==> src/shared/cpupd_pkg.sv <==
// ============================================================
// Shared constants and types for the counter parameter update block.
package cpupd_pkg;

    // Counter width and clock rate.
    localparam int CNT_W  = 32;
    localparam int CLK_HZ = 20_000_000;

    // Measurement intervals in milliseconds and their cycle counts.
    localparam int PER_SHORT_MS  = 10;
    localparam int PER_MID_MS    = 100;
    localparam int PER_LONG_MS   = 1000;
    localparam int PER_SHORT_CYC = CLK_HZ / 1000 * PER_SHORT_MS;
    localparam int PER_MID_CYC   = CLK_HZ / 1000 * PER_MID_MS;
    localparam int PER_LONG_CYC  = CLK_HZ / 1000 * PER_LONG_MS;

    // Interval codes carried on the new interval input, in milliseconds.
    localparam logic [15:0] PER_SHORT_VAL = 16'h000a;
    localparam logic [15:0] PER_MID_VAL   = 16'h0064;
    localparam logic [15:0] PER_LONG_VAL  = 16'h03e8;

    // Scale from edges per interval to hertz.
    localparam logic [9:0] MULT_SHORT = 10'h064;
    localparam logic [9:0] MULT_MID   = 10'h00a;
    localparam logic [9:0] MULT_LONG  = 10'h001;

    // Heading encodings: forward and backward.
    localparam logic [15:0] DIR_UP   = 16'h0001;
    localparam logic [15:0] DIR_DOWN = 16'hffff;

    // Status codes.
    localparam logic [15:0] ST_OK        = 16'h0000;
    localparam logic [15:0] ST_BAD_ID    = 16'h80a1;
    localparam logic [15:0] ST_BAD_DIR   = 16'h80b1;
    localparam logic [15:0] ST_BAD_COUNT = 16'h80b2;
    localparam logic [15:0] ST_BAD_REF   = 16'h80b3;
    localparam logic [15:0] ST_BAD_PER   = 16'h80b4;
    localparam logic [15:0] ST_MULTI     = 16'h80c0;
    localparam logic [15:0] ST_DISABLED  = 16'h80d0;

    // Reset values.
    localparam logic [15:0] RST_STATUS = 16'h0000;

    typedef enum logic [1:0] {PSEL_SHORT, PSEL_MID, PSEL_LONG} cpupd_period_t;

    localparam cpupd_period_t RST_PERIOD = PSEL_LONG;

    // One control operation: request bits and their new values.
    typedef struct packed {
        logic        dir_req;
        logic        count_load_request;
        logic        reference_load_request;
        logic        period_req;
        logic [15:0] new_dir;
        logic [31:0] new_count_value;
        logic [31:0] new_reference_value;
        logic [15:0] new_period;
    } cpupd_op_t;

    // True when an interval value is one of the three settings.
    function automatic logic period_legal(input logic [15:0] v);
        period_legal = (v == PER_SHORT_VAL) || (v == PER_MID_VAL) || (v == PER_LONG_VAL);
    endfunction : period_legal

    // Maps a legal interval value to its code.
    function automatic cpupd_period_t period_code(input logic [15:0] v);
        if (v == PER_SHORT_VAL) begin
            period_code = PSEL_SHORT;
        end else if (v == PER_MID_VAL) begin
            period_code = PSEL_MID;
        end else begin
            period_code = PSEL_LONG;
        end
    endfunction : period_code

endpackage : cpupd_pkg

==> src/rtl/cpupd_check.sv <==
`timescale 1ns/1ps
// ============================================================
// Operation check: picks the status code of one control operation.
module cpupd_check #(
    parameter int         CNT_W      = cpupd_pkg::CNT_W,
    parameter logic [7:0] COUNTER_ID = 8'h01
) (
    input  wire cpupd_pkg::cpupd_op_t op,
    input  wire logic [7:0]           handle,
    input  wire logic                 enable,
    input  wire logic                 access_busy,
    output logic [15:0]               status
);

    // True when a 32-bit value fits the signed counter width.
    function automatic logic fits(input logic [31:0] v);
        fits = (v[31:CNT_W-1] == {(33 - CNT_W){v[31]}});
    endfunction : fits

    // Errors in fixed priority; the first one found is reported.
    always_comb begin
        status = cpupd_pkg::ST_OK;
        if (handle != COUNTER_ID) begin
            status = cpupd_pkg::ST_BAD_ID;
        end else if (!enable) begin
            status = cpupd_pkg::ST_DISABLED;
        end else if (access_busy) begin
            status = cpupd_pkg::ST_MULTI;
        end else if (op.dir_req && op.new_dir != cpupd_pkg::DIR_UP && op.new_dir != cpupd_pkg::DIR_DOWN) begin
            status = cpupd_pkg::ST_BAD_DIR;
        end else if (op.count_load_request && !fits(op.new_count_value)) begin
            status = cpupd_pkg::ST_BAD_COUNT;
        end else if (op.reference_load_request && !fits(op.new_reference_value)) begin
            status = cpupd_pkg::ST_BAD_REF;
        end else if (op.period_req && !cpupd_pkg::period_legal(op.new_period)) begin
            status = cpupd_pkg::ST_BAD_PER;
        end
    end

endmodule : cpupd_check

==> src/rtl/cpupd_count_core.sv <==
`timescale 1ns/1ps
// ============================================================
// Count register and frequency measurement.
module cpupd_count_core #(
    parameter int CNT_W     = cpupd_pkg::CNT_W,
    parameter int SHORT_CYC = cpupd_pkg::PER_SHORT_CYC,
    parameter int MID_CYC   = cpupd_pkg::PER_MID_CYC,
    parameter int LONG_CYC  = cpupd_pkg::PER_LONG_CYC
) (
    input  wire logic                     clk,
    input  wire logic                     rst_n,
    input  wire logic                     step,
    input  wire logic                     up,
    input  wire logic                     clear,
    input  wire logic                     load,
    input  wire logic [CNT_W-1:0]         load_val,
    input  wire logic                     restart,
    input  wire cpupd_pkg::cpupd_period_t period,
    output logic [CNT_W-1:0]              count,
    output logic [CNT_W-1:0]              freq
);

    logic [CNT_W-1:0] edges;
    logic [31:0]      tick;
    logic [CNT_W-1:0] next_count;
    logic [CNT_W-1:0] next_edges;
    logic [CNT_W-1:0] next_freq;
    logic [31:0]      next_tick;
    logic [CNT_W-1:0] base;
    logic [31:0]      limit;
    logic [9:0]       mult;

    // A load replaces the base and an edge of the same cycle still counts.
    always_comb begin
        base = load ? load_val : count;
        next_count = base;
        if (clear) begin
            next_count = '0;
        end else if (step) begin
            next_count = up ? base + 1'b1 : base - 1'b1;
        end
    end

    // Interval timer; at each end the edge total becomes the frequency in hertz.
    always_comb begin
        case (period)
            cpupd_pkg::PSEL_SHORT: begin
                limit = 32'(SHORT_CYC - 1);
                mult  = cpupd_pkg::MULT_SHORT;
            end
            cpupd_pkg::PSEL_MID: begin
                limit = 32'(MID_CYC - 1);
                mult  = cpupd_pkg::MULT_MID;
            end
            default: begin
                limit = 32'(LONG_CYC - 1);
                mult  = cpupd_pkg::MULT_LONG;
            end
        endcase
        next_freq  = freq;
        next_tick  = tick + 32'h1;
        next_edges = edges + {{(CNT_W - 1){1'b0}}, step};
        if (restart || tick >= limit) begin
            next_tick  = 32'h0;
            next_edges = {{(CNT_W - 1){1'b0}}, step};
            if (!restart) begin
                next_freq = CNT_W'(edges * mult);
            end
        end
    end

    // Registers of the count core.
    always_ff @(posedge clk) begin
        if (!rst_n) begin
            count <= '0;
            edges <= '0;
            freq  <= '0;
            tick  <= 32'h0;
        end else begin
            count <= next_count;
            edges <= next_edges;
            freq  <= next_freq;
            tick  <= next_tick;
        end
    end

endmodule : cpupd_count_core

==> src/rtl/cpupd_top.sv <==
`timescale 1ns/1ps
// ============================================================
module cpupd_top #(
    parameter int         CNT_W      = cpupd_pkg::CNT_W,
    parameter logic [7:0] COUNTER_ID = 8'h01, // Arbitrary value.
    parameter int         SHORT_CYC  = cpupd_pkg::PER_SHORT_CYC,
    parameter int         MID_CYC    = cpupd_pkg::PER_MID_CYC,
    parameter int         LONG_CYC   = cpupd_pkg::PER_LONG_CYC
) (
    input  wire logic                 CLK,
    input  wire logic                 RST_N,
    input  wire logic                 OP_REQ,
    input  wire cpupd_pkg::cpupd_op_t OP,
    input  wire logic [7:0]           COUNTER_HANDLE,
    input  wire logic                 CFG_ENABLE,
    input  wire logic                 CFG_INTERNAL_DIR,
    input  wire logic                 CFG_FREQ_MODE,
    input  wire logic                 CFG_RESET_USE,
    input  wire logic                 ACCESS_BUSY,
    input  wire logic                 PIN_COUNT,
    input  wire logic                 PIN_DIR,
    input  wire logic                 PIN_RESET,
    output logic                      OP_DONE,
    output logic                      ENABLE_OUT_FLAG,
    output logic                      BUSY,
    output logic [15:0]               STATUS,
    output logic [CNT_W-1:0]          COUNT_VALUE,
    output logic                      EQ_EVENT,
    output logic                      RST_EVENT,
    output logic                      DIR_EVENT,
    output logic                      DIR_UP_NOW
);

    // ============================================================
    // Pin synchronisers and edge detection.
    logic [2:0] pin_raw;
    logic [2:0] pin_meta;
    logic [2:0] pin_sync;
    logic [2:0] pin_prev;

    assign pin_raw = {PIN_RESET, PIN_DIR, PIN_COUNT};

    // Three flops per pin; logic reads the second and the third, never the first.
    // The chain keeps sampling during reset, so it holds the true pin levels when
    // reset ends; a pin idling high would otherwise look like a fresh edge.
    genvar gi;
    generate
        for (gi = 0; gi < 3; gi++) begin : g_sync
            always_ff @(posedge CLK) begin
                pin_meta[gi] <= pin_raw[gi];
                pin_sync[gi] <= pin_meta[gi];
                pin_prev[gi] <= pin_sync[gi];
            end
        end
    endgenerate

    // ============================================================
    // Operation decode and parameter state.
    logic [15:0]              op_status;
    logic                     op_ok;
    logic                     clear;
    logic                     step;
    logic                     eff_up;
    logic                     dir_up;
    logic [CNT_W-1:0]         ref_value;
    cpupd_pkg::cpupd_period_t period;
    logic                     next_dir_up;
    logic [CNT_W-1:0]         next_ref_value;
    cpupd_pkg::cpupd_period_t next_period;
    logic                     count_load;
    logic                     per_load;
    logic [CNT_W-1:0]         core_count;
    logic [CNT_W-1:0]         core_freq;

    cpupd_check #(
        .CNT_W      (CNT_W),
        .COUNTER_ID (COUNTER_ID)
    ) u_check (
        .op          (OP),
        .handle      (COUNTER_HANDLE),
        .enable      (CFG_ENABLE),
        .access_busy (ACCESS_BUSY),
        .status      (op_status)
    );

    // Updates apply only when the whole operation is free of errors.
    assign op_ok      = OP_REQ && (op_status == cpupd_pkg::ST_OK);
    assign count_load = op_ok && OP.count_load_request;
    assign per_load   = op_ok && OP.period_req;
    assign eff_up     = CFG_INTERNAL_DIR ? dir_up : pin_sync[1];
    assign clear      = CFG_RESET_USE && !CFG_FREQ_MODE && pin_sync[2];
    assign step       = pin_sync[0] && !pin_prev[0];

    // Next heading, reference and interval; values without request are ignored.
    always_comb begin
        next_dir_up    = dir_up;
        next_ref_value = ref_value;
        next_period    = period;
        if (op_ok && OP.dir_req && CFG_INTERNAL_DIR) begin
            next_dir_up = (OP.new_dir == cpupd_pkg::DIR_UP);
        end
        if (op_ok && OP.reference_load_request) begin
            next_ref_value = OP.new_reference_value[CNT_W-1:0];
        end
        if (per_load) begin
            next_period = cpupd_pkg::period_code(OP.new_period);
        end
    end

    // Parameter registers.
    always_ff @(posedge CLK) begin
        if (!RST_N) begin
            dir_up    <= 1'b1;
            ref_value <= '0;
            period    <= cpupd_pkg::RST_PERIOD;
        end else begin
            dir_up    <= next_dir_up;
            ref_value <= next_ref_value;
            period    <= next_period;
        end
    end

    // ============================================================
    // Count core.
    cpupd_count_core #(
        .CNT_W     (CNT_W),
        .SHORT_CYC (SHORT_CYC),
        .MID_CYC   (MID_CYC),
        .LONG_CYC  (LONG_CYC)
    ) u_core (
        .clk      (CLK),
        .rst_n    (RST_N),
        .step     (step),
        .up       (eff_up),
        .clear    (clear),
        .load     (count_load),
        .load_val (OP.new_count_value[CNT_W-1:0]),
        .restart  (per_load),
        .period   (period),
        .count    (core_count),
        .freq     (core_freq)
    );

    // ============================================================
    // Outputs: operation answer, count view and events.
    logic             eq_prev;
    logic             eff_prev;
    logic             next_op_done;
    logic             next_enable_out_flag;
    logic [15:0]      next_status;
    logic [CNT_W-1:0] next_count_value;
    logic             next_eq_event;
    logic             next_rst_event;
    logic             next_dir_event;

    // Answer of an operation; the count itself is never part of it.
    always_comb begin
        next_op_done         = OP_REQ;
        next_enable_out_flag = ENABLE_OUT_FLAG;
        next_status          = STATUS;
        if (OP_REQ) begin
            next_enable_out_flag = op_ok;
            next_status          = op_status;
        end
    end

    // Count view and the three events.
    always_comb begin
        next_count_value = CFG_FREQ_MODE ? core_freq : core_count;
        next_eq_event    = (core_count == ref_value) && !eq_prev && !CFG_FREQ_MODE;
        next_rst_event   = CFG_RESET_USE && pin_sync[2] && !pin_prev[2];
        next_dir_event   = (eff_up != eff_prev);
    end

    // Output registers; busy is held at zero.
    always_ff @(posedge CLK) begin
        if (!RST_N) begin
            OP_DONE         <= 1'b0;
            ENABLE_OUT_FLAG <= 1'b0;
            BUSY            <= 1'b0;
            STATUS          <= cpupd_pkg::RST_STATUS;
            COUNT_VALUE     <= '0;
            EQ_EVENT        <= 1'b0;
            RST_EVENT       <= 1'b0;
            DIR_EVENT       <= 1'b0;
            DIR_UP_NOW      <= 1'b1;
            eq_prev         <= 1'b1;
        end else begin
            OP_DONE         <= next_op_done;
            ENABLE_OUT_FLAG <= next_enable_out_flag;
            BUSY            <= 1'b0;
            STATUS          <= next_status;
            COUNT_VALUE     <= next_count_value;
            EQ_EVENT        <= next_eq_event;
            RST_EVENT       <= next_rst_event;
            DIR_EVENT       <= next_dir_event;
            DIR_UP_NOW      <= eff_up;
            eq_prev         <= (core_count == ref_value);
        end
    end

    // Previous effective direction; it follows the direction through reset too,
    // so a pin-held backward heading gives no direction event when reset ends.
    always_ff @(posedge CLK) begin
        eff_prev <= eff_up;
    end
endmodule : cpupd_top

==> config.mk <==
export PLATFORM = sky130hd
export DESIGN_NAME = cpupd_top
export DESIGN_NICKNAME = d
export VERILOG_FILES = /design/src/shared/cpupd_pkg.sv /design/src/rtl/cpupd_check.sv /design/src/rtl/cpupd_count_core.sv /design/src/rtl/cpupd_top.sv
export SDC_FILE = /design/constraint.sdc
export NUM_CORES = 1
export LEC_CHECK = 0
export ABC_AREA = 1
export BUFFER_PORTS_ARGS = -buffer_cell sky130_fd_sc_hd__buf_4
export CAP_MARGIN = 20
export CORE_AREA = 3 3 174 244
export DETAILED_ROUTE_END_ITERATION = 8
export DIE_AREA = 0 0 177 247
export PLACE_DENSITY = 0.65
export SETUP_SLACK_MARGIN = 0.05
export SYNTH_ARGS = -nofsm -noshare
export SYNTH_HDL_FRONTEND = slang
export SYNTH_SLANG_ARGS = --single-unit
==> constraint.sdc <==
create_clock -name CLK -period 5.1 [get_ports CLK]
set_clock_uncertainty 0.1 [all_clocks]
set_input_delay 0.51 -clock CLK [delete_from_list [all_inputs] [get_ports CLK]]
set_output_delay 0.51 -clock CLK [all_outputs]
set_load 0.01 [all_outputs]
==> parameters.txt, run 1 <==
Parameter                              Value

CTS
  Root buffer selected by CTS ... clkbuf_16
  H-tree level count ... 1
  Clock-pin transition on the worst setup and hold timing paths ... 0.07 ns
  Later-pin clock latency in the skew report ... 0.56 ns
  TritonCTS clock tree ... done
  Clock Tree Buf Depth ... 3
  Sinks on Clock Net ... 217
  Number of buffers inserted during clock tree synthesis ... 25

Worst hold path
  Hold Path Depth ... 2
  Endpoint of the worst hold-timing path ... STATUS[2]
  Worst hold path type ... in2reg
  Worst Min Path Start ... OP_REQ

Global route
  GR Overflow Total ... 0
  Initial antenna violation count ... 0
  Largest net degree at the start of global routing ... 68
  Global-route usage over all layers ... approximately a fifth
  Wire length of the first global-routing pass ... 75700 microns
  Via count of the first global-routing pass ... between 15000 and 20000

Layout
  Area of the multi-input gates ... around 11000 sq um
  Util after Layout ... 49.5%
  Fraction of final layout cells sized beyond drive strength 1 ... 18.2%
  Fin cells ... 2941
  Flip-flop and latch area ... roughly 4300 sq um
  Filler Cells Inserted ... 3887
  Growth of design area from synthesis to finish ... 23.7%
  Final layout net count ... 2721

Routing
  Antenna Violating Nets Remaining ... 0
  Mean routed wirelength per cell ... 16.3 microns
  Number of vias per cell ... 5.02
  Routed via count ... 14800
  DRC violation count after routing ... 0
  Routed met2 length ... 25200 microns
  Length of the first detailed-routing pass in iterations ... 5
  Routed metal-1 wirelength ... 18400 microns
  Detailed route wirelength on metal3 ... 1690 microns
  Number of DRC violations after detailed-routing iteration 0 ... 815
  Total wirelength of the detailed-routed design ... 48100 microns
  Top routing layer in use ... met4

STA
  Count of final max-slew check failures ... 0
  Transition time of the tightest slew-check pin ... approximately 1.0 ns
  Unrepaired setup endpoints after global routing ... yes
  Final worst path period need ... 4.91 ns
  Number of failing setup endpoints in the final timing report ... 0
  Highest achievable clock rate ... 0.204 GHz
  Worst slew margin relative to its limit ... 33.2%
  Number of failing hold endpoints at the final stage ... 0
  Ratio of final minimum period to clock period ... roughly 96%
  Min Hold Slack ... 0.102 ns

Run
  Maxcap violations ... 0

Status
  Outcome ... completed

Critical path
  Endpoint required time on the critical path ... 5.42 ns
  Slack of the worst reg-to-reg path ... about 0.19 ns
  Cell breakdown of the critical path ... inv_2 -> nor2_4 -> buf_12 -> buf_12 -> nand2_2 -> fa_1 -> inv_1 -> fa_1 -> fa_1 -> fa_1 -> ha_4 -> a21oi_2 -> o21ai_0 -> a21oi_1 -> nand3_2 -> a31o_2 -> a31oi_2 -> xor2_1 -> a21oi_1
  WP data arrival ... approximately 5.2 ns
  Slowest stage cell on the critical path ... fa_1
  Critical Path Fanout Max ... 10
  Reg-to-Reg End ... u_core.freq[28]
  Origin of the critical flop-to-flop path ... period[0]
  CP endpoint kind ... flip-flop
  Path type of the worst setup path ... reg2reg
  R2r worst-path depth ... 19
  Largest stage delay, worst path ... 0.55 ns
  Type of element launching the critical path ... flip-flop
  Top cell by count, worst path ... fa_1

Die
  IO Pins ... between 150 and 200
  Floorplan die area ... 43700 sq um
  Die Y ... roughly 250 microns
  Die outline width ... 177 microns
  Core Rows ... 87
  Initial cell density of the core ... about two fifths
  Total core area ... 40400 sq um

Place
  Routability congestion estimate from global placement ... just over 1
  Count of buffers inserted at the top-level ports ... about 160
  HPWL Detailed ... 38100 microns
  Cell Count Post-Placement ... 2877

Yosys
  Top-area cell type share of the netlist area ... 26.9%
  Largest cells by area after synthesis ... dfxtp_1 (27%), fa_1 (13%), inv_1 (8.7%), ha_1 (8.4%), nand2_1 (7.2%)
  Mapped cell area ... 16200 sq um
  Post-synth top area cell ... dfxtp_1
  Register bit count reported by yosys ... 217
  Synthesized area per cell ... 7.50 sq um
  Sequential area share after synthesis ... 26.9%
  Number of cells produced by synthesis ... 2154
  Ys Warns ... 0
  Synth cell types ... 56

Power
  Worst VDD drop ... 0.221 mV
  Power Dens Cells ... between 200 and 250 nW/um^2
  Static Leak ... 9.73 nW
==> cells by family (layout without fill, tap and decap cells) <==
| logic type | Yosys count | after routing | share of synthesized area (%) |
|---|---|---|---|
| other | 1 | 17 | 0.0232 |
| AND/OR/NAND/NOR | 733 | 733 | 19.9 |
| flip-flops | 217 | 217 | 26.9 |
| AO/OA/AOI/OAI | 445 | 445 | 15.6 |
| XOR/XNOR | 82 | 82 | 4.45 |
| multiplexers | 13 | 13 | 0.821 |
| buffers and inverters | 448 | 685 | 10.7 |
| adder cells (fa/ha/maj) | 215 | 215 | 21.6 |
==> Yosys cell counts (all sizes together) <==
library cell  count
inv             378
nand2           315
nor2            272
dfxtp           217
a21oi           171
o21ai           153
ha              109
fa              106
xor2             54
a211oi           48
clkbuf           44
nand3            41
nor3             41
xnor2            28
buf              24
nand4            22
nor4             18
a31oi            15
o22ai            14
nor3b            12
mux2i            11
o21a              9
a21o              8
a221oi            8
and3              6
o21bai            4
or2               4
o211ai            3
o31ai             3
a21boi            2
a31o              2
clkinv            2
mux2              2
o2111ai           2
a2111oi           1
a211o             1
conb              1
nand3b            1
nor4b             1
o221ai            1
==> cells in the final DEF, fill, tap and decap left out, types with 7 or more instances in the layout <==
cell type and count:
inv_1 371, nand2_1 296, buf_4 248, nor2_1 239, dfxtp_1 215, a21oi_1 152, o21ai_0 140, fa_1 105
ha_1 92, xor2_1 54, a211oi_1 46, nand3_1 35, nor3_1 31, xnor2_1 28, clkbuf_16 25, nor2_2 24
nand4_1 21, a21oi_2 18, nand2_2 17, ha_4 17, conb_1 16, a31oi_1 14, o22ai_1 14, nor4_1 13
nor3b_1 12, mux2i_1 11, nor2_4 9, o21ai_1 9, nor3_2 9, o21a_1 9, a21o_1 8, a221oi_1 8
inv_2 7
==> through the flow <==
step / power (mW) / setup TNS, ns / cell area, sq um / worst slack, ns
floorplan: 2.10 / 0 / 16200 / 0.0669
global placement: 2.31 / -0.0618 / 18400 / -0.0394
detailed placement: 2.31 / -1.33 / 18400 / -0.244
CTS: 4.29 / 0 / 19400 / 0.0541
global route: 4.41 / -0.0524 / 20000 / -0.0453
finish: 4.24 / 0 / 20000 / 0.187
==> repair_timing <==
item	4_1_cts	5_1_grt
hold buffers	3	0
buffers inserted	1	13
pin swaps	3	38
endpoints found under the setup margin	16	17
hold endpoints to repair	3	0
resized for setup	18	95
==> layer usage <==
metal / global-route usage, % / vias to the layer above
met4: 10.4 / 0
met1: 23.1 / 6866
li1: - / 7415
met2: 40.9 / 345
met3: 2.27 / 144
met5: 0 / -
==> area by class of cell <==
type | instances | area share, %
clock buffer | 29 | 3.41
tap | 534 | 3.34
antenna | 1 | 0.0125
timing repair buffer | 259 | 10.1
inverter | 380 | 7.17
sequential | 217 | 21.8
clock inverter | 17 | 1.11
multi-input combinational | 1504 | 53.1
==> registers in the layout (all words and copies together), names as in the netlist, 2 cells and up <==
register      cells
pin_prev          2
ref_value        32
u_core.tick      32
pin_meta          3
u_core.edges     32
u_core.count     32
COUNT_VALUE      32
period            2
pin_sync          3
STATUS            6
u_core.freq      32
==> worst max path at each step <==
stage	from	to	slack, ns	cells after the start
CTS	period[1]	u_core.freq[31]	0.05	21
finish	period[0]	u_core.freq[28]	0.19	19
floorplan	period[1]	u_core.freq[22]	0.07	22
global placement	period[1]	u_core.freq[28]	-0.04	20
global route	period[1]	u_core.freq[22]	-0.05	22
detailed placement	period[0]	u_core.freq[27]	-0.24	21
==> power breakdown <==
part / switching, mW / internal, mW
registers: 0.0287 / 1.74
clock network: 0.791 / 1.17
logic: 0.309 / 0.205
total: 1.13 / 3.11
==> critical path, delay by kind of cell, from the launching register on <==
family	cells	cell delay [ns]
AOI/OAI and AO/OA	6	1.02
xor gates and xnor gates	1	0.16
adders and majority gates	5	2.28
buffers and inverters	4	0.39
DFF	1	0.37
and+or+nand+nor	3	0.44
Note: power is estimated with default switching activity, not from simulation.
==> run 2: changes to the inputs <==
--- a/config.mk
+++ b/config.mk
@@ -12,6 +12,7 @@
 export DETAILED_ROUTE_END_ITERATION = 8
 export DIE_AREA = 0 0 177 247
 export PLACE_DENSITY = 0.65
+export REMOVE_ABC_BUFFERS = 1
 export SETUP_SLACK_MARGIN = 0.05
 export SYNTH_ARGS = -nofsm -noshare
 export SYNTH_HDL_FRONTEND = slang
==> parameters.txt, run 2 (synthesis results as in run 1) <==
Parameter                              Value

Place
  Count of buffers inserted at the top-level ports ... 163 (unchanged)
  Setup Slack @ Placement ... -0.100 ns (+0.143 ns)
  Routability congestion estimate from global placement ... 0.977 (-3.7%)
  Cell Count Post-Placement ... 2864 (-0.45%)
  HPWL Detailed ... 37900 microns (-0.53%)

STA
  Highest achievable clock rate ... 0.203 GHz (-0.11%)
  Min Hold Slack ... 0.105 ns (+0.00317 ns)
  Ratio of final minimum period to clock period ... 96.4% (+0.11 points)
  Final worst path period need ... 4.92 ns (+0.00557 ns)
  Number of failing setup endpoints in the final timing report ... 0 (unchanged)
  Number of failing hold endpoints at the final stage ... 0 (unchanged)
  Worst slew margin relative to its limit ... 38.0% (+4.8 points)
  Transition time of the tightest slew-check pin ... 0.928 ns (-0.0725 ns)
  Count of final max-slew check failures ... 0 (unchanged)
  Minimum setup slack in the final design ... 0.182 ns (-0.00557 ns)
  Unrepaired setup endpoints after global routing ... no

Critical path
  R2r worst-path depth ... 21 (+2)
  Type of element launching the critical path ... flip-flop
  Endpoint required time on the critical path ... 5.41 ns (about the same)
  Path type of the worst setup path ... reg2reg
  CP endpoint kind ... flip-flop
  Largest stage delay, worst path ... 0.55 ns (about the same)
  Top cell by count, worst path ... fa_1
  Reg-to-Reg End ... u_core.freq[28]
  Slack of the worst reg-to-reg path ... 0.18 ns (about the same)
  Origin of the critical flop-to-flop path ... period[0]
  Slowest stage cell on the critical path ... fa_1
  Cell breakdown of the critical path ... inv_2 -> nor2_4 -> buf_6 -> nand2_2 -> fa_1 -> inv_1 -> fa_1 -> fa_1 -> fa_1 -> ha_1 -> buf_4 -> nand2_1 -> inv_1 -> nand3_1 -> nor2_2 -> nand3_1 -> nand3_2 -> a31o_2 -> a31oi_2 -> xor2_1 -> a21oi_1
  Critical Path Fanout Max ... 5 (-5)
  WP data arrival ... 5.23 ns (about the same)

CTS
  Number of buffers inserted during clock tree synthesis ... 25 (unchanged)
  H-tree level count ... 1 (unchanged)
  Sinks on Clock Net ... 217 (unchanged)
  Clock-pin transition on the worst setup and hold timing paths ... 0.07 ns (about the same)
  Later-pin clock latency in the skew report ... 0.56 ns (about the same)
  Root buffer selected by CTS ... clkbuf_16
  Clock Tree Buf Depth ... 3 (unchanged)
  TritonCTS clock tree ... done

Routing
  Routed met2 length ... 25500 microns (+0.97%)
  Number of vias per cell ... 5.03 (+0.24%)
  Routed metal-1 wirelength ... 18300 microns (-0.72%)
  Routed via count ... 14700 (-0.48%)
  Antenna Violating Nets Remaining ... 0 (unchanged)
  Total wirelength of the detailed-routed design ... 47600 microns (-0.89%)
  Detailed route wirelength on metal3 ... 1460 microns (-14%)
  Mean routed wirelength per cell ... 16.3 microns (-0.18%)
  Top routing layer in use ... met4
  Length of the first detailed-routing pass in iterations ... 6 (+1)
  DRC violation count after routing ... 0 (unchanged)
  Number of DRC violations after detailed-routing iteration 0 ... 752 (-7.7%)

Layout
  Most used cells in the layout excluding fill and tap cells ... inv_1 (372), nand2_1 (291), buf_4 (236), nor2_1 (235), dfxtp_1 (215)
  Fraction of final layout cells sized beyond drive strength 1 ... 17.6% (-0.56 points)
  Inserted Diodes ... 0 (-1)
  Most frequent standard cell in the layout excluding fill and tap cells ... inv_1
  Fin cells ... 2920 (-0.71%)
  Final layout net count ... 2703 (-0.66%)
  Growth of design area from synthesis to finish ... 21.7%

Worst hold path
  Endpoint of the worst hold-timing path ... OP_DONE
  Worst hold path type ... in2reg
  Hold Path Depth ... 3 (+1)
  Worst Min Path Start ... OP_REQ

Global route
  Wire length of the first global-routing pass ... 74700 microns (-1.3%)
  Initial antenna violation count ... 0 (unchanged)
  Global-route usage over all layers ... 21.2% (-0.19 points)
  Via count of the first global-routing pass ... 15000 (-1.4%)
  GR Overflow Total ... 0 (unchanged)
  Largest net degree at the start of global routing ... 65 (-4.4%)

Die
  Die Y ... 247 microns (unchanged)
  Die outline width ... 177 microns (unchanged)
  Core Rows ... 87 (unchanged)
  Floorplan die area ... 43700 sq um (unchanged)
  Initial cell density of the core ... 40.0% (unchanged)
  Total core area ... 40400 sq um (unchanged)
  IO Pins ... 174 (unchanged)

Power
  Cell-internal power ... 2.96 mW (-4.8%)
  Switching part of the total ... 27.0% (+0.36 points)
  Power Dens Cells ... 206 nW/um^2 (-2.8%)
  Part of the total power dissipated in sequential elements ... 43.6% (+1.9 points)
  Static Leak ... 9.60 nW (-1.3%)
  Clock power share ... 43.7% (-2.5 points)
  Worst VDD drop ... 0.209 mV (-5.5%)
  Comb power frac ... 12.7% (+0.6 points)
  Final Total Pwr ... 4.06 mW (-4.4%)
  Switching power of the nets ... 1.09 mW (-3.1%)

Status
  Outcome ... completed

Run
  Maxcap violations ... 0 (unchanged)
## run 2: cell count changes in the layout (fill, tap and decap cells not counted), moves of 5 or more
cell / change
buf_4: -12
ha_4: -7
nand2_2: +6
nand2_1: -5
## run 2: final cells by class
class | count | area, sq um
fillers | 3912 | 20700
multi-input cells | 1504 | 10600
flip-flops and latches | 217 | 4350
repair buffers | 241 | 1830
inverters | 380 | 1430
clock buffers | 33 | 696
well taps | 534 | 668
clock inverters | 11 | 110
## run 2: through the flow
stage / util [%] / area [sq um] / TNS, ns
2_1_floorplan: - / 15900 / -11.85
3_3_place_gp: 45.3 / 18300 / -0.0165
3_5_place_dp: 45.3 / 18300 / -0.375
4_1_cts: 47.6 / 19200 / 0
5_1_grt: 48.7 / 19700 / 0
6_report: 48.7 / 19700 / 0
## run 2: worst max-delay path: cells and delay by family (launching register included)
kind / cells / cell delay (ns)
adder cells (fa/ha/maj): 5 / 2.37
AND/OR/NAND/NOR: 7 / 0.95
buffers and inverters: 5 / 0.50
flip-flops: 1 / 0.36
AO/OA/AOI/OAI: 3 / 0.35
XOR/XNOR: 1 / 0.13
## run 2: how the worst max path moves through the flow
| stage | slack [ns] | end | startpoint | depth (start not counted) |
|---|---|---|---|---|
| final | 0.18 | u_core.freq[28] | period[0] | 21 |
| after global routing | 0.008 | u_core.freq[20] | period[0] | 21 |
| after CTS | 0.05 | u_core.freq[28] | period[1] | 20 |
| after detailed placement | -0.10 | u_core.freq[20] | period[1] | 21 |
| after global placement | -0.02 | u_core.freq[22] | period[1] | 22 |
| after floorplan | -0.89 | u_core.freq[20] | period[1] | 20 |
## run 2: power by group through the flow
stage | logic, mW | registers [mW] | clock network (mW)
final | 0.515 | 1.77 | 1.77
after global routing | 0.567 | 1.77 | 1.88
after CTS | 0.512 | 1.77 | 1.82
after detailed placement | 0.507 | 1.81 | 0
after global placement | 0.505 | 1.80 | 0
after floorplan | 0.279 | 1.80 | 0
## run 2: timing repair
| item | 4_1_cts | 5_1_grt |
|---|---|---|
| resized for setup | 12 | 113 |
| endpoints found under the hold margin | 3 | 0 |
| buffers inserted | 4 | 4 |
| cloned | 0 | 1 |
| hold buffers | 3 | 0 |
| setup endpoints to repair | 11 | 19 |
| pin swaps | 1 | 24 |
## run 2: metal layers
metal | track usage [%] | vias to the layer above
met5 | 0 | -
met4 | 8.76 | 0
met3 | 1.89 | 117
met2 | 41.3 | 308
met1 | 23.1 | 6896
li1 | - | 7378
